--- src/core/rcfr_pkg.sv ---
/*
 * Constants for the communication register group: offsets, field positions,
 * reset values, preset lengths, command codes and FIFO marks.
 * Assumes a 6-bit register address from the serial host decoder.
 */
package rcfr_pkg;
	// ==========================================
	// Register map
	localparam int          ADDR_W        = 6;
	localparam int          DATA_W        = 8;
	localparam logic [5:0]  ADDR_STATE    = 6'h39;
	localparam logic [5:0]  ADDR_RXLEN_HI = 6'h3a;
	localparam logic [5:0]  ADDR_RXLEN_LO = 6'h3b;
	localparam logic [5:0]  ADDR_TX_SETUP = 6'h3c;
	localparam logic [5:0]  ADDR_FIFO     = 6'h3f;
	localparam logic [7:0]  RST_RXLEN_HI  = 8'h00;
	localparam logic [7:0]  RST_RXLEN_LO  = 8'h00;
	localparam logic [7:0]  RST_TX_SETUP  = 8'h00;
	// ==========================================
	// Field positions
	localparam int ST_TX_ACT    = 7;
	localparam int ST_RX_ACT    = 6;
	localparam int ST_OVFL      = 5;
	localparam int HI_SKIP_CRC  = 7;
	localparam int HI_RAW_FIFO  = 6;
	localparam int HI_REPEAT    = 5;
	localparam int HI_AUTO_ERR  = 4;
	localparam int TS_CRC5      = 3;
	localparam int TS_FORCE_CAL = 2;
	localparam int TS_S1        = 1;
	localparam int TS_S0        = 0;
	// ==========================================
	// Lengths, commands, FIFO marks
	localparam logic [11:0] LEN_SHORT     = 12'h010;
	localparam logic [11:0] LEN_LONG      = 12'h020;
	localparam logic [11:0] LEN_ERR       = 12'h029;
	localparam logic [7:0]  CMD_TX_CRC    = 8'h90;
	localparam logic [7:0]  CMD_TX_NOCRC  = 8'h91;
	localparam logic [7:0]  CMD_QUERY     = 8'h98;
	localparam logic [7:0]  CMD_SHORT_END = 8'h9c;
	localparam logic [7:0]  CMD_LONG      = 8'h9f;
	localparam int          FIFO_DEPTH    = 32;
	localparam int          CNT_W         = 6;
	localparam logic [5:0]  FIFO_CAP      = 6'h18;
	localparam logic [5:0]  LOW_MARK      = 6'h06;
	localparam logic [5:0]  HIGH_MARK     = 6'h12;
	localparam logic [4:0]  EMPTY_CODE    = 5'h1f;
	localparam logic [2:0]  BYTE_2ND      = 3'h2;
	localparam logic [2:0]  BYTE_4TH      = 3'h4;
	localparam logic [2:0]  BYTE_6TH      = 3'h6;

	typedef enum logic [1:0] {
		RCFR_IDLE = 2'b00,
		RCFR_TX   = 2'b01,
		RCFR_RX   = 2'b10
	} rcfr_phase_t;
endpackage

--- src/core/rcfr_stream_if.sv ---
/*
 * Byte stream carrier between the register group and its FIFOs.
 * Assumes one clock; a beat moves when valid and ready are both high.
 */
`timescale 1ns/1ps
interface rcfr_stream_if #(parameter int W = 8);
	logic [W-1:0] data;
	logic         valid;
	logic         ready;
	modport src (output data, output valid, input ready);
	modport snk (input data, input valid, output ready);
endinterface

--- src/core/rcfr_fifo.sv ---
/*
 * Circular byte buffer with valid/ready on both sides and an occupancy count.
 * Assumes core_clk domain only; DEPTH must be a power of two.
 */
`timescale 1ns/1ps
module rcfr_fifo #(
	parameter int W     = 8,
	parameter int DEPTH = 32
) (
	input  wire logic                       core_clk,
	input  wire logic                       rst_b,
	rcfr_stream_if.snk                      wr,
	rcfr_stream_if.src                      rd,
	output      logic [$clog2(DEPTH+1)-1:0] count
);
	localparam int AW = $clog2(DEPTH);
	localparam int CW = $clog2(DEPTH+1);

	if (DEPTH < 2 || (1 << AW) != DEPTH) begin : g_bad_depth
		$error("rcfr_fifo: DEPTH must be a power of two");
	end

	logic [W-1:0]  mem [DEPTH];
	logic [AW-1:0] wp_r;
	logic [AW-1:0] rp_r;
	logic [CW-1:0] cnt_r;
	wire           push = wr.valid && wr.ready;
	wire           pop  = rd.valid && rd.ready;

	assign wr.ready = (cnt_r != CW'(DEPTH));
	assign rd.valid = (cnt_r != '0);
	assign rd.data  = mem[rp_r];
	assign count    = cnt_r;

	always_ff @(posedge core_clk) begin
		if (push)
			mem[wp_r] <= wr.data;
	end

	always_ff @(posedge core_clk or negedge rst_b) begin
		if (!rst_b) begin
			wp_r  <= '0;
			rp_r  <= '0;
			cnt_r <= '0;
		end else begin
			wp_r  <= wp_r + AW'(push);
			rp_r  <= rp_r + AW'(pop);
			cnt_r <= cnt_r + CW'(push) - CW'(pop);
		end
	end
endmodule

--- src/core/rcfr_regs.sv ---
/*
 * Communication register group: FIFO status, reception length and control,
 * transmit frame setup, FIFO data port, and the two byte FIFOs.
 * Assumes the serial host decoder, command decoder and framer share core_clk.
 */
`timescale 1ns/1ps
module rcfr_regs
	import rcfr_pkg::*;
(
	input  wire logic                        core_clk,
	input  wire logic                        rst_b,
	input  wire logic [rcfr_pkg::ADDR_W-1:0] reg_addr,
	input  wire logic                        reg_wr,
	input  wire logic                        reg_rd,
	input  wire logic [rcfr_pkg::DATA_W-1:0] reg_wdata,
	output      logic [rcfr_pkg::DATA_W-1:0] reg_rdata,
	input  wire logic                        cmd_valid,
	input  wire logic [7:0]                  cmd_code,
	input  wire logic                        tx_busy,
	input  wire logic                        rx_busy,
	input  wire logic                        rx_header_valid,
	input  wire logic                        rx_header_bit,
	input  wire logic [7:0]                  rx_data,
	input  wire logic                        rx_valid,
	output      logic                        rx_ready,
	output      logic [7:0]                  tx_data,
	output      logic                        tx_valid,
	input  wire logic                        tx_ready,
	output      logic [11:0]                 rx_expected_len,
	output      logic                        rx_skip_crc_once,
	output      logic                        rx_raw_fifo,
	output      logic                        tx_short_crc_select,
	output      logic                        insert_calibration,
	output      logic [1:0]                  session_value,
	output      logic                        header_irq,
	output      logic                        second_byte_irq,
	output      logic                        fifo_level_irq
);
	import rcfr_pkg::*;

	// ==========================================
	// Helpers
	function automatic logic is_short_cmd(input logic [7:0] c);
		return (c >= CMD_QUERY) && (c <= CMD_SHORT_END);
	endfunction

	function automatic logic hit(input logic [5:0] a, input logic [5:0] ref_a);
		return a == ref_a;
	endfunction

	// ==========================================
	// State
	logic [7:0]       rxlen_hi_r;
	logic [7:0]       rxlen_lo_r;
	logic [7:0]       tx_setup_r;
	logic             ovfl_r;
	logic             empty_rd_r;
	logic             rx_busy_d_r;
	logic             lvl_d_r;
	logic             cal_r;
	logic [2:0]       rx_bytes_r;
	logic [7:0]       rdata_r;
	rcfr_phase_t      phase_r;
	rcfr_phase_t      phase_nxt;
	logic [CNT_W-1:0] tx_cnt;
	logic [CNT_W-1:0] rx_cnt;

	rcfr_stream_if #(.W(8)) txw ();
	rcfr_stream_if #(.W(8)) txr ();
	rcfr_stream_if #(.W(8)) rxw ();
	rcfr_stream_if #(.W(8)) rxr ();

	// ==========================================
	// Decode
	wire wr_hi    = reg_wr && hit(reg_addr, ADDR_RXLEN_HI);
	wire wr_lo    = reg_wr && hit(reg_addr, ADDR_RXLEN_LO);
	wire wr_setup = reg_wr && hit(reg_addr, ADDR_TX_SETUP);
	wire wr_fifo  = reg_wr && hit(reg_addr, ADDR_FIFO);
	wire rd_fifo  = reg_rd && hit(reg_addr, ADDR_FIFO);
	// Edges of rx_busy restart the byte counter and end the skip-CRC frame
	wire rx_end   = rx_busy_d_r && !rx_busy;
	wire rx_start = rx_busy && !rx_busy_d_r;

	wire cmd_short = cmd_valid && is_short_cmd(cmd_code);
	wire cmd_long  = cmd_valid && (cmd_code == CMD_LONG);
	wire cmd_query = cmd_valid && (cmd_code == CMD_QUERY);
	wire cmd_data  = cmd_valid && (cmd_code == CMD_TX_CRC || cmd_code == CMD_TX_NOCRC);
	wire hdr_one   = rx_header_valid && rx_header_bit;
	wire auto_err  = hdr_one && rxlen_hi_r[HI_AUTO_ERR];

	// ==========================================
	// FIFOs
	// Capacity is held at 24 inside a 32-deep buffer, so late pushes are counted as overflow
	wire tx_full  = tx_cnt >= FIFO_CAP;
	wire rx_full  = rx_cnt >= FIFO_CAP;
	wire tx_push  = wr_fifo && !tx_full;
	wire rx_push  = rx_valid && rxw.ready && !rx_full;
	wire rx_pop   = rd_fifo && rxr.valid;
	wire ovfl_set = (wr_fifo && tx_full) || (rx_valid && rx_full);

	assign txw.data  = reg_wdata;
	assign txw.valid = tx_push;
	assign rxw.data  = rx_data;
	assign rxw.valid = rx_push;
	assign rx_ready  = rxw.ready && !rx_full;
	assign tx_data   = txr.data;
	assign tx_valid  = txr.valid;
	assign txr.ready = tx_ready;
	assign rxr.ready = rd_fifo;

	rcfr_fifo #(.W(8), .DEPTH(FIFO_DEPTH)) u_tx_fifo (
		.core_clk (core_clk),
		.rst_b    (rst_b),
		.wr       (txw),
		.rd       (txr),
		.count    (tx_cnt)
	);

	rcfr_fifo #(.W(8), .DEPTH(FIFO_DEPTH)) u_rx_fifo (
		.core_clk (core_clk),
		.rst_b    (rst_b),
		.wr       (rxw),
		.rd       (rxr),
		.count    (rx_cnt)
	);

	// ==========================================
	// Phase, which FIFO the byte count reports
	always_comb begin
		phase_nxt = phase_r;
		case (phase_r)
			RCFR_IDLE: begin
				if (rx_busy)
					phase_nxt = RCFR_RX;
				else if (tx_busy || tx_push)
					phase_nxt = RCFR_TX;
			end
			RCFR_TX: begin
				if (rx_busy)
					phase_nxt = RCFR_RX;
			end
			RCFR_RX: begin
				// Received bytes stay visible until the host loads the transmit FIFO or tx_busy rises
				if (tx_push || tx_busy)
					phase_nxt = RCFR_TX;
			end
			default: phase_nxt = RCFR_IDLE;
		endcase
	end

	wire [CNT_W-1:0] sel_cnt = (phase_r == RCFR_RX) ? rx_cnt : tx_cnt;
	wire [4:0] fb_field = empty_rd_r ? EMPTY_CODE : sel_cnt[4:0];

	wire [7:0] status_w = {tx_busy, rx_busy, ovfl_r, fb_field};

	// ==========================================
	// Read path
	wire [7:0] rd_mux =
		hit(reg_addr, ADDR_STATE)    ? status_w   :
		hit(reg_addr, ADDR_RXLEN_HI) ? rxlen_hi_r :
		hit(reg_addr, ADDR_RXLEN_LO) ? rxlen_lo_r :
		hit(reg_addr, ADDR_TX_SETUP) ? tx_setup_r :
		hit(reg_addr, ADDR_FIFO)     ? rxr.data   : 8'h00;

	assign reg_rdata = rdata_r;

	// ==========================================
	// Length presets; host write wins over a same-cycle preset
	wire       preset   = cmd_short || cmd_long || auto_err;
	wire [11:0] pre_len = cmd_short ? LEN_SHORT :
		cmd_long ? LEN_LONG : LEN_ERR;

	// Skip-CRC drops after the frame even when a preset lands in that cycle
	wire [7:0] hi_keep_w = rx_end ?
		(rxlen_hi_r & ~(8'h01 << HI_SKIP_CRC)) : rxlen_hi_r;
	wire [7:0] hi_nxt_w = wr_hi ? reg_wdata :
		preset ? {hi_keep_w[7:4], pre_len[11:8]} : hi_keep_w;
	wire [7:0] lo_nxt_w = wr_lo ? reg_wdata : preset ? pre_len[7:0] : rxlen_lo_r;

	always_ff @(posedge core_clk or negedge rst_b) begin
		if (!rst_b) begin
			rxlen_hi_r <= RST_RXLEN_HI;
			rxlen_lo_r <= RST_RXLEN_LO;
			tx_setup_r <= RST_TX_SETUP;
		end else begin
			rxlen_hi_r <= hi_nxt_w;
			rxlen_lo_r <= lo_nxt_w;
			if (wr_setup)
				tx_setup_r <= reg_wdata;
		end
	end

	// ==========================================
	// Status flags and events
	wire [2:0] bytes_nxt = rx_start ? 3'h0 :
		(rx_push && rx_bytes_r != 3'h7) ? rx_bytes_r + 3'h1 : rx_bytes_r;
	wire lvl_w = (tx_busy && tx_cnt < LOW_MARK) || (rx_busy && rx_cnt > HIGH_MARK);

	always_ff @(posedge core_clk or negedge rst_b) begin
		if (!rst_b) begin
			ovfl_r      <= 1'b0;
			empty_rd_r  <= 1'b0;
			rx_busy_d_r <= 1'b0;
			lvl_d_r     <= 1'b0;
			rx_bytes_r  <= 3'h0;
			cal_r       <= 1'b0;
			rdata_r     <= 8'h00;
			phase_r     <= RCFR_IDLE;
		end else begin
			// Set wins over the clear taken with a new command
			ovfl_r      <= ovfl_set || (ovfl_r && !cmd_valid);
			// Empty-read code stays until a byte enters either FIFO
			empty_rd_r  <= (rd_fifo && !rxr.valid) || (empty_rd_r && !tx_push && !rx_push);
			rx_busy_d_r <= rx_busy;
			lvl_d_r     <= lvl_w;
			rx_bytes_r  <= bytes_nxt;
			phase_r     <= phase_nxt;
			// Latched per command so the choice holds through the whole frame
			if (cmd_valid)
				cal_r <= cmd_query ||
					(cmd_data && tx_setup_r[TS_FORCE_CAL]);
			if (reg_rd)
				rdata_r <= rd_mux;
		end
	end

	// ==========================================
	// Outputs to the framer
	wire raw_mode = rxlen_hi_r[HI_RAW_FIFO];
	wire rep_hit  = rxlen_hi_r[HI_REPEAT] && (bytes_nxt == BYTE_4TH || bytes_nxt == BYTE_6TH);

	assign rx_expected_len     = {rxlen_hi_r[3:0], rxlen_lo_r};
	assign rx_skip_crc_once    = rxlen_hi_r[HI_SKIP_CRC];
	assign rx_raw_fifo         = raw_mode;
	assign tx_short_crc_select = tx_setup_r[TS_CRC5];
	assign insert_calibration  = cal_r;
	assign session_value       = {tx_setup_r[TS_S1], tx_setup_r[TS_S0]};
	assign header_irq          = hdr_one && !raw_mode;
	// Repeat bit is read live, so a host clear mid-frame stops later pulses
	assign second_byte_irq     = raw_mode && rx_push &&
		(bytes_nxt == BYTE_2ND || rep_hit);
	assign fifo_level_irq      = lvl_w && !lvl_d_r;
endmodule

--- config.mk ---
export PLATFORM = sky130hd
export DESIGN_NAME = rcfr_regs
export DESIGN_NICKNAME = d
export VERILOG_FILES = /design/src/core/rcfr_pkg.sv /design/src/core/rcfr_stream_if.sv /design/src/core/rcfr_fifo.sv /design/src/core/rcfr_regs.sv
export SDC_FILE = /design/constraint.sdc
export NUM_CORES = 1
export LEC_CHECK = 0
export ABC_AREA = 1
export BUFFER_PORTS_ARGS = -buffer_cell sky130_fd_sc_hd__buf_2
export CELL_PAD_IN_SITES_DETAIL_PLACEMENT = 1
export CELL_PAD_IN_SITES_GLOBAL_PLACEMENT = 2
export CORE_MARGIN = 4
export CORE_UTILIZATION = 46
export DETAILED_ROUTE_END_ITERATION = 7
export PLACE_DENSITY = 0.88
export SLEW_MARGIN = 20
export SYNTH_ARGS = -nofsm -noshare
export SYNTH_HDL_FRONTEND = slang
export SYNTH_SLANG_ARGS = --single-unit
--- constraint.sdc ---
create_clock -name core_clk -period 5.5 [get_ports core_clk]
set_input_delay 0 -clock core_clk [delete_from_list [all_inputs] [get_ports core_clk]]
set_output_delay 0 -clock core_clk [all_outputs]
set_load 0.01 [all_outputs]
---- Word level (Yosys, flattened, before mapping) ----
Memories as Yosys holds them, arrays and structs flattened.
Index checks and enable logic that the tools add are counted.
storage, ports and cells
  memories kept ........................... 2
  bits of input ports ..................... 41
  RAM bits ................................ 512
  register bits after elaboration ......... 74
  output and inout bits ................... 39
operators by class
  add/sub/neg operators ................... 9
  eq/ne operators ......................... 18
  multiplexer cells ....................... 24
  magnitude comparators ................... 6
  reductions and logical operators ........ 63
memory list
  name           words  bits a word  read ports  clocked after Yosys merged registers in  wr ports  line             RTL
  u_rx_fifo.mem  32     8            1           0                                        1         rcfr_fifo.sv:23  logic [W-1:0] mem [DEPTH];
  u_tx_fifo.mem  32     8            1           0                                        1         rcfr_fifo.sv:23
operator list
  cell                                                               number
  2-to-1 mux 8 bit                                                   9
  logical AND 1 bit                                                  37
  == test 8 bit, second input constant                               4
  == test 6 bit, second input constant                               5
  adder 5 x 1 -> 5 bit                                               4
  adder 6 x 1 -> 6 bit                                               2
  greater-or-equal comparator 6 x 5 -> 1 bit, second input constant  2
  inequality test 6 bit, second input constant                       2
  nonzero test 6 bit                                                 2
  subtractor 6 x 1 -> 6 bit                                          2
  logical OR 1 bit                                                   11
  logical NOT 1 bit                                                  10
  2-to-1 mux 5 bit                                                   2
  greater-or-equal comparator 8 bit, second input constant           1
  <= comparator 8 bit, second input constant                         1
  2-to-1 mux 4 bit                                                   2
  == test 3 bit, second input constant                               2
  > comparator 6 x 5 -> 1 bit, second input constant                 1
  less-than comparator 6 x 3 -> 1 bit, second input constant         1
  2-to-1 mux 2 bit                                                   3
  2-to-1 mux 3 bit                                                   2
  2-to-1 mux 6 bit                                                   1
  one-hot mux 2 bit (3 select lines)                                 1
  2-to-1 mux 1 bit                                                   4
  other kinds (8)                                                    9

---- Depth between registers and ports, before layout ----
Gate-level depths: netlist (run 1).
  depth after elaboration ................. 11
  mapped depth ............................ 17
  mapped depth without buffers ............ 17

---- Cells and area by module ----
From an unflattened synthesis (run 1), not the netlist that was laid out.
second synthesis, totals
  cells, all modules ...................... 2537
  area total of the unflattened synthesis .. 25944.9 um^2
by module, submodules not included
  module     seq. area each (um^2)  cells an instance  area each (um^2)  instances
  rcfr_fifo  8087.8                 1107               11790.1           2
  rcfr_regs  1051.0                 323                2364.8            1

---- Least setup slack after synthesis (run 1) ----
OpenSTA, ideal clock, no wires.
  kind .................................... register -> register
  start ................................... reg u_rx_fifo.cnt_r[3], in the netlist u_rx_fifo.count[3]
  end ..................................... reg u_rx_fifo.cnt_r[4], in the netlist u_rx_fifo.count[4]
  buffers on the path ..................... 0
  slack ................................... 3.143 ns
  period minus slack after synthesis ...... 2.357 ns
  cell stages (with the launch flop) ...... 14
  arrival ................................. 2.229 ns
  required time ........................... 5.372 ns
  path through ............................ dfrtp_1 > inv_1 > ha_1 > nand4_1 > inv_1 > nor2_1 > ha_1 > inv_1 > ha_1 > inv_1 > fa_1 > o21ai_0 > a21oi_1 > xor2_1
between the ends
  cells in the longest elaborated chain, start to end .. 6
  elaborated cells on any way between the ends .. 10
  those cells by class .................... add/sub (2); order compare (1); eq/ne (1); reduce/logical (6)
ends and longest elaborated chain
  what                                                                                 line                              RTL
  from (decl)                                                                          rcfr_fifo.sv:26                   logic [CW-1:0] cnt_r;
  from (signal assigned)                                                               rcfr_fifo.sv:48                   cnt_r <= cnt_r + CW'(push) - CW'(pop);
  greater-or-equal comparator 6 x 5 -> 1 bit or inequality test 6 bit (tied branches)  rcfr_regs.sv:95, rcfr_fifo.sv:30
  logical NOT 1 bit or logical AND 1 bit (tied branches)                               rcfr_regs.sv:97                   wire rx_push = rx_valid && rxw.ready && !rx_full;
  logical AND 1 bit                                                                    rcfr_regs.sv:97
  logical AND 1 bit                                                                    rcfr_fifo.sv:27                   wire push = wr.valid && wr.ready;
  adder 6 x 1 -> 6 bit                                                                 rcfr_fifo.sv:48
  subtractor 6 x 1 -> 6 bit *                                                          rcfr_fifo.sv:48
Every way passes the cells marked *; elsewhere a longest branch is shown, timed or not.
A chain may end at the register's enable or synchronous reset.

---- Final worst setup path (run 1) ----
  start ................................... reg u_tx_fifo.rp_r[0]
  end ..................................... out tx_data[5]
between the ends
  cells in the longest elaborated chain, start to end .. 1
ends and longest elaborated chain
  what                      line             RTL
  from (decl)               rcfr_fifo.sv:25  logic [AW-1:0] rp_r;
  from (signal assigned)    rcfr_fifo.sv:47  rp_r <= rp_r + AW'(pop);
  memory read (32 x 8 bit)  --
  to (decl)                 rcfr_regs.sv:26  output logic [7:0] tx_data,
Every way passes these cells.

==> metrics.cfg, run 1 <==
[outcome]
status=finished, final reports clean

[floorplanning]
pin_count=80
die_area_mm2=0.0583
core.rowCount=85
core-area_mm2=0.0539
start_util=0.465
fp.dieH_um=241
die_w_um=241

[drt]
post_drt_via_cell_ratio=5.57
drtAntennaViolNets=0
drc=0
drt_pass1_iterations=5
drtIter0Drc=1171
drt-wirelength-per-cell_um=23.1
vias=17114
wirelength_mm=71.1

[synthesis]
synthArstFlopShare=0.126
synth-edff-count=512
avgSynthCellArea_um2=11.2
synth_cell_types=47
synth_flop_cell=edfxtp_1
yosys_warnings=0
synth.ff_latch_count=586
ys_seq_area_frac=0.687
syn_inst=2233
syn_nets=2311
synth_area_mm2=0.0251

[clock_network]
cts-root-buf=clkbuf_16
clk_transition_reported_paths_ns=0.06
cts_inserted_buffers=60
cts.sinks=586
cts_max_level=2
cts_buffer_depth=3
clk_latency_ns=0.64
cts_tree=yes

[timing]
relSlewSlack=0.299
period_minus_slack_ns=4.26
worstMarginPinSlew_ns=1.05
setup_viol=0
tns_ns=0
max_clock_freq_mhz=235
hold_violations=0
finClkSkew_ns=0.0354
rsz0062_at_grt=no
drv_slew=0
fin_crit_sh=0.775

[global_route]
grt_pass1_wl_mm=108
grt_pass1_vias=18265
grt_max_degree=94
grt_antenna_before_repair=1
grt_remaining_overflow=0
grtUsageTotal=0.243

[critical_path]
cpMaxStageDelayCell=clkinv_2
rr_startpoint=u_rx_fifo.rp_r[0]$_DFF_PN0_
crit_type=register to primary output
path_depth=9
cp.buffers_inverters=4
crit_path_end=tx_data[5]
cp_slowest_stage_delay_ns=0.94
reg2reg_depth=13
reg2reg_slack_ns=1.34
critPathLaunch=u_tx_fifo.rp_r[0]$_DFF_PN0_
cp_cell_sequence=clkinv_2 -> buf_4 -> o21ai_0 -> o221ai_1 -> nand3_1 -> nand3_1 -> o21ai_1 -> inv_1 -> buf_2
cp.required_ns=5.50
r2r_end=reg_rdata[2]$_DFFE_PN0P_
cp-end-kind=primary output
crit_top_cell=nand3_1
startpoint_type=register
path_max_fanout=75
critPathArrivalTime_ns=4.26
crit_family=buffers and inverters

[final_layout]
fill_cells=5631
drive_gt1_frac=0.0942
diodes=0
stdcell_area_mm2=0.0284
seq_area_mm2=0.0172
nets=2403
multi_input_area_mm2=0.00650
synthToLayoutAreaGrowth_pct=13.4

[power]
p_per_area_mw_per_mm2=457
leakagePower_nw=10.8
peakVddDrop_v=0.000478

[placement]
place_hpwl_mm=43.4
placed_area_mm2=0.0258
port_buffers=79
place_congestion=0.847

[worst_hold_path]
hp-class=primary input to register

[run]
cap_viol_max_count=0

area by class of cell:
cell class                 instances  area share
clock buffer                      82      0.0604
clock inverter                    32      0.0127
inverter                         200      0.0266
multi-input combinational       1339       0.229
sequential                       586       0.607
tap                              696      0.0307
timing repair buffer             138      0.0341
layout by cell type, fill, tap and decap left out, drive strengths merged, types with 35 or more instances in the layout:
cell type    instances
buf                 92
nand2              446
ha                  35
clkinv              35
nand3              207
edfxtp             512
dlygate4sd3         46
clkbuf              82
nor2               304
dfrtp               74
o21ai              178
inv                189
o22ai               44
synth_stat cells, types with 2 or more instances:
cell type | instances | share of area
fa_1 | 2 | 0.0016
o21ai_0 | 156 | 0.031
ha_1 | 35 | 0.017
nand4_2 | 2 | 0.0010
nand4_1 | 17 | 0.0042
o221ai_1 | 26 | 0.0091
clkbuf_1 | 40 | 0.0060
nand2_4 | 3 | 0.0013
xor2_1 | 18 | 0.0063
edfxtp_1 | 512 | 0.61
buf_6 | 10 | 0.0045
buf_4 | 13 | 0.0039
a21oi_1 | 29 | 0.0058
nand2_2 | 5 | 0.0012
nor2_1 | 300 | 0.045
clkinv_1 | 8 | 0.0012
nor3_2 | 2 | 0.00080
buf_2 | 40 | 0.0080
inv_2 | 8 | 0.0012
mux2_2 | 2 | 0.00090
inv_1 | 183 | 0.027
dfrtp_1 | 74 | 0.074
nand3_2 | 4 | 0.0016
buf_1 | 4 | 0.00060
a211oi_1 | 5 | 0.0015
nand2_1 | 438 | 0.066
o211ai_1 | 7 | 0.0021
o21ai_1 | 21 | 0.0042
o22ai_1 | 44 | 0.011
nor2_4 | 3 | 0.0013
nand3_1 | 203 | 0.041
nor3_1 | 4 | 0.00080
worst reg2reg max path, cell delays in order (launching register included):
cell and delay (ns):
dfrtp_4 1.00, clkinv_2 0.64, buf_4 0.56, nand2_1 0.31
nand2_1 0.06, nand2_1 0.06, nand3_1 0.11, nand3_1 0.17
nand2_1 0.09, nand3_1 0.18, nand4_1 0.13, nor2_1 0.13
nor2_1 0.06, dlygate4sd3_1 0.55
metrics by stage:
| step | cells | hold slack [ns] | utilization | setup WS [ns] | power, mW |
|---|---|---|---|---|---|
| final | 3073 | 0.0248 | 0.527 | 1.24 | 13.0 |
| after detailed placement | 2912 | -0.000319 | 0.479 | 1.88 | 8.73 |
| after floorplan | 2233 | -0.296 | - | 3.14 | 7.60 |
| after global routing | 3073 | 0.0329 | 0.527 | 0.978 | 13.6 |
| after CTS | 3073 | 0.00965 | 0.527 | 1.27 | 13.0 |
| after global placement | 2912 | 0.00423 | 0.479 | 1.94 | 8.57 |
what timing repair did:
item | CTS | global route
endpoints found under the hold margin | 488 | 0
setup buffers | 0 | 0
resized for setup | 0 | 0
hold buffers | 47 | 0
endpoints found under the setup margin | 0 | 0
cell families (layout without fill, tap and decap cells):
family                   after synthesis  after routing  synth area share
multiplexers                           2              2          0.000899
buffers and inverters                308            452            0.0532
flip-flops                           586            586             0.687
adder cells (fa/ha/maj)               37             37            0.0191
AO/OA/AOI/OAI                        295            295            0.0671
AND/OR/NAND/NOR                      986            986             0.166
XOR/XNOR                              19             19           0.00664
layer usage:
metal	up-vias	share of wire	GRT usage	wire length, um
met5	-	0.000098	0	7
met4	2	0.035	0.0831	2490
met3	125	0.042	0.0334	2980
met2	398	0.51	0.430	36600
met1	8724	0.41	0.311	29100
li1	7865	-	-	-
sequential cells by signal (all words and copies together) (netlist names):
name,flops
empty_rd_r,1
insert_calibration,1
lvl_d_r,1
ovfl_r,1
phase_r,2
reg_rdata,8
rx_busy_d_r,1
rx_bytes_r,3
rxlen_hi_r,8
rxlen_lo_r,8
tx_setup_r,8
u_rx_fifo.count,6
u_rx_fifo.mem,256
u_rx_fifo.rp_r,5
u_rx_fifo.wp_r,5
u_tx_fifo.count,6
u_tx_fifo.mem,256
u_tx_fifo.rp_r,5
u_tx_fifo.wp_r,5
worst min-delay path by stage:
stage	from	endpoint	slack, ns	cells past startpoint
2_1_floorplan	rst_b	empty_rd_r$_DFF_PN0_	-0.30	0
3_3_place_gp	rst_b	insert_calibration$_DFFE_PN0P_	0.004	1
3_5_place_dp	rst_b	insert_calibration$_DFFE_PN0P_	-0.0003	1
4_1_cts	rx_data[0]	u_rx_fifo.mem[19][0]$_DFFE_PP_	0.01	1
5_1_grt	rx_data[0]	u_rx_fifo.mem[19][0]$_DFFE_PP_	0.03	1
6_report	rx_data[0]	u_rx_fifo.mem[19][0]$_DFFE_PP_	0.02	1
power breakdown:
part / internal, mW / leakage [nW] / switching (mW) / total [mW]
logic: 1.01 / 4.26 / 2.32 / 3.33
clock network: 2.51 / 1.02 / 1.75 / 4.25
registers: 5.07 / 5.51 / 0.315 / 5.39
Note: power is estimated with default switching activity, not from simulation.
==> run 2, diff against run 1 <==
--- a/config.mk
+++ b/config.mk
@@ -10,9 +10,9 @@
 export CELL_PAD_IN_SITES_DETAIL_PLACEMENT = 1
 export CELL_PAD_IN_SITES_GLOBAL_PLACEMENT = 2
 export CORE_MARGIN = 4
-export CORE_UTILIZATION = 46
+export CORE_UTILIZATION = 38
 export DETAILED_ROUTE_END_ITERATION = 7
-export PLACE_DENSITY = 0.88
+export PLACE_DENSITY = 0.78
 export SLEW_MARGIN = 20
 export SYNTH_ARGS = -nofsm -noshare
 export SYNTH_HDL_FRONTEND = slang
==> constraint.sdc (replaced) <==
create_clock -name core_clk -period 3.65 [get_ports core_clk]
set_input_delay 0 -clock core_clk [delete_from_list [all_inputs] [get_ports core_clk]]
set_output_delay 0 -clock core_clk [all_outputs]
set_load 0.01 [all_outputs]
==> metrics.cfg, run 2 (synthesis results as in run 1) <==
[outcome]
status=finished, final reports clean

[floorplanning]
pin_count=80  ; unchanged
core.rowCount=93  ; +9.4%
core-area_mm2=0.0648  ; +20%
die_area_mm2=0.0701  ; +20%
die_w_um=265  ; +9.7%
start_util=0.387  ; -0.0781
fp.dieH_um=265  ; +9.7%

[critical_path]
startpoint_type=primary input
r2r_end=reg_rdata[7]$_DFFE_PN0P_
reg2reg_depth=12  ; -1
rr_startpoint=u_rx_fifo.rp_r[0]$_DFF_PN0_
reg2reg_slack_ns=0.49  ; -0.85 ns
critPathLaunch=reg_addr[0]
cp-end-kind=register
crit_path_end=u_tx_fifo.mem[28][3]$_DFFE_PP_
path_max_fanout=8  ; -89%
crit_type=primary input to register
critPathArrivalTime_ns=3.61  ; -0.65 ns
cp.required_ns=3.87  ; -1.63 ns

[timing]
setup_viol=0  ; unchanged
tns_ns=0  ; unchanged
period_minus_slack_ns=3.39
max_clock_freq_mhz=295
hold_violations=0  ; unchanged
drv_slew=0  ; unchanged
relSlewSlack=0.358  ; +0.0588
rsz0062_at_grt=no
finClkSkew_ns=0.0156  ; -0.0199 ns
whs_ns=0.0228  ; -0.00199 ns
fin_crit_sh=0.928
worstMarginPinSlew_ns=0.963  ; -0.0882 ns

[power]
p_per_area_mw_per_mm2=692  ; +52%
design_power_total_mw=19.8  ; +52%
leakagePower_nw=10.8  ; about the same
peakVddDrop_v=0.000480  ; +0.36%

[global_route]
grt_antenna_before_repair=0  ; -1
grt_max_degree=138  ; +47%
grt_pass1_wl_mm=109  ; +1.3%
grt_remaining_overflow=0  ; unchanged
grt_pass1_vias=17884  ; -2.1%
grtUsageTotal=0.203  ; -0.0407

[clock_network]
cts_resized=0  ; unchanged
clk_transition_reported_paths_ns=0.06  ; about the same
clk_latency_ns=0.61  ; -0.03 ns
cts_inserted_buffers=66  ; +10%
cts.sinks=586  ; unchanged
cts_tree=yes
cts_buffer_depth=3  ; unchanged
cts_max_level=3  ; +1
cts-root-buf=clkbuf_16

[drt]
vias=16828  ; -1.7%
drc=0  ; unchanged
drt_pass1_iterations=5  ; unchanged
post_drt_via_cell_ratio=5.22  ; -6.3%
wirelength_mm=71.7  ; +0.83%
drt-wirelength-per-cell_um=22.2  ; -4.0%
drtIter0Drc=1074  ; -8.3%
drtAntennaViolNets=0  ; unchanged

[final_layout]
fill_cells=6868  ; +22%
nets=2397  ; -0.25%
layout_commonest_cell=edfxtp_1
fin_util=0.441  ; -0.0860
seq_area_mm2=0.0172  ; about the same
mostFrequentLayoutCells=edfxtp_1 (512), nand2_1 (438), nor2_1 (300)
drive_gt1_frac=0.0987  ; +0.00446
reg_top3=u_rx_fifo.mem (256), u_tx_fifo.mem (256)
multi_input_area_mm2=0.00650  ; unchanged
diodes=0  ; unchanged
synthToLayoutAreaGrowth_pct=14.0

[placement]
place_congestion=0.835  ; -1.4%
port_buffers=79  ; unchanged
place_hpwl_mm=45.5  ; +4.8%

[worst_hold_path]
hp-class=primary input to asynchronous set/reset pin

[run]
cap_viol_max_count=0  ; unchanged

## run 2: changes by cell type in the layout (fill, tap and decap cells not counted), moves of 4 or more
cell / delta
buf_4: +5
clkbuf_8: -8
clkinv_2: -4
dlygate4sd3_1: -22
buf_12: +4
clkbuf_1: +13
clkbuf_16: +7
clkinv_1: -6
## run 2: what timing repair did
action                                  CTS  global route
hold endpoints to repair                121             0
endpoints found under the setup margin    0             0
hold buffers                             24             0
setup buffers                             0             0
## run 2: metrics by stage
step | instances | setup WS [ns] | cell area [um2]
after floorplan | 2233 | 1.29 | 25100
after global placement | 3082 | 0.740 | 26200
after detailed placement | 3082 | 0.636 | 26200
after CTS | 3226 | 0.314 | 28600
after global routing | 3226 | 0.0880 | 28600
final | 3226 | 0.263 | 28600
## run 2: power by group
part	switching [mW]	total, mW	internal (mW)	leakage (nW)
Clock	2.68	6.56	3.88	1.04
Combinational	3.67	5.25	1.57	4.24
Sequential	0.312	7.96	7.65	5.51
## run 2: final cells by class
| class | instances | area share |
|---|---|---|
| Clock buffer | 94 | 0.0640 |
| Clock inverter | 26 | 0.0105 |
| Inverter | 200 | 0.0264 |
| Multi-Input combinational cell | 1339 | 0.228 |
| Sequential cell | 586 | 0.603 |
| Tap cell | 855 | 0.0374 |
| Timing Repair Buffer | 126 | 0.0307 |
## run 2: worst min path at each step
| stage | endpoint | slack, ns | cells after the start |
|---|---|---|---|
| 2_1_floorplan | empty_rd_r$_DFF_PN0_ | -0.30 | 0 |
| 3_3_place_gp | u_tx_fifo.wp_r[0]$_DFF_PN0_ | 0.13 | 1 |
| 3_5_place_dp | u_tx_fifo.wp_r[0]$_DFF_PN0_ | 0.13 | 1 |
| 4_1_cts | rxlen_lo_r[0]$_DFFE_PN0P_ | 0.0005 | 3 |
| 5_1_grt | u_tx_fifo.mem[13][6]$_DFFE_PP_ | 0.04 | 1 |
| 6_report | u_tx_fifo.wp_r[0]$_DFF_PN0_ | 0.02 | 2 |
## run 2: routing by layer
layer / wire (um) / GRT usage / share of wire
met1: 31500 / 0.270 / 0.44
met2: 35700 / 0.348 / 0.50
met3: 2600 / 0.0274 / 0.036
met4: 1910 / 0.0607 / 0.027
met5: 0 / 0 / 0
## run 2: worst max-delay path, stage by stage
cell and delay, ns:
dlygate4sd3_1 0.53, buf_2 0.19, nand3_2 0.09, dlygate4sd3_1 0.58, clkinv_1 0.08, nand4_2 0.10
dlygate4sd3_1 0.61, nor3_2 0.17, nand2_2 0.19, nor2_4 0.15, nand2_2 0.19, nor2_1 0.73
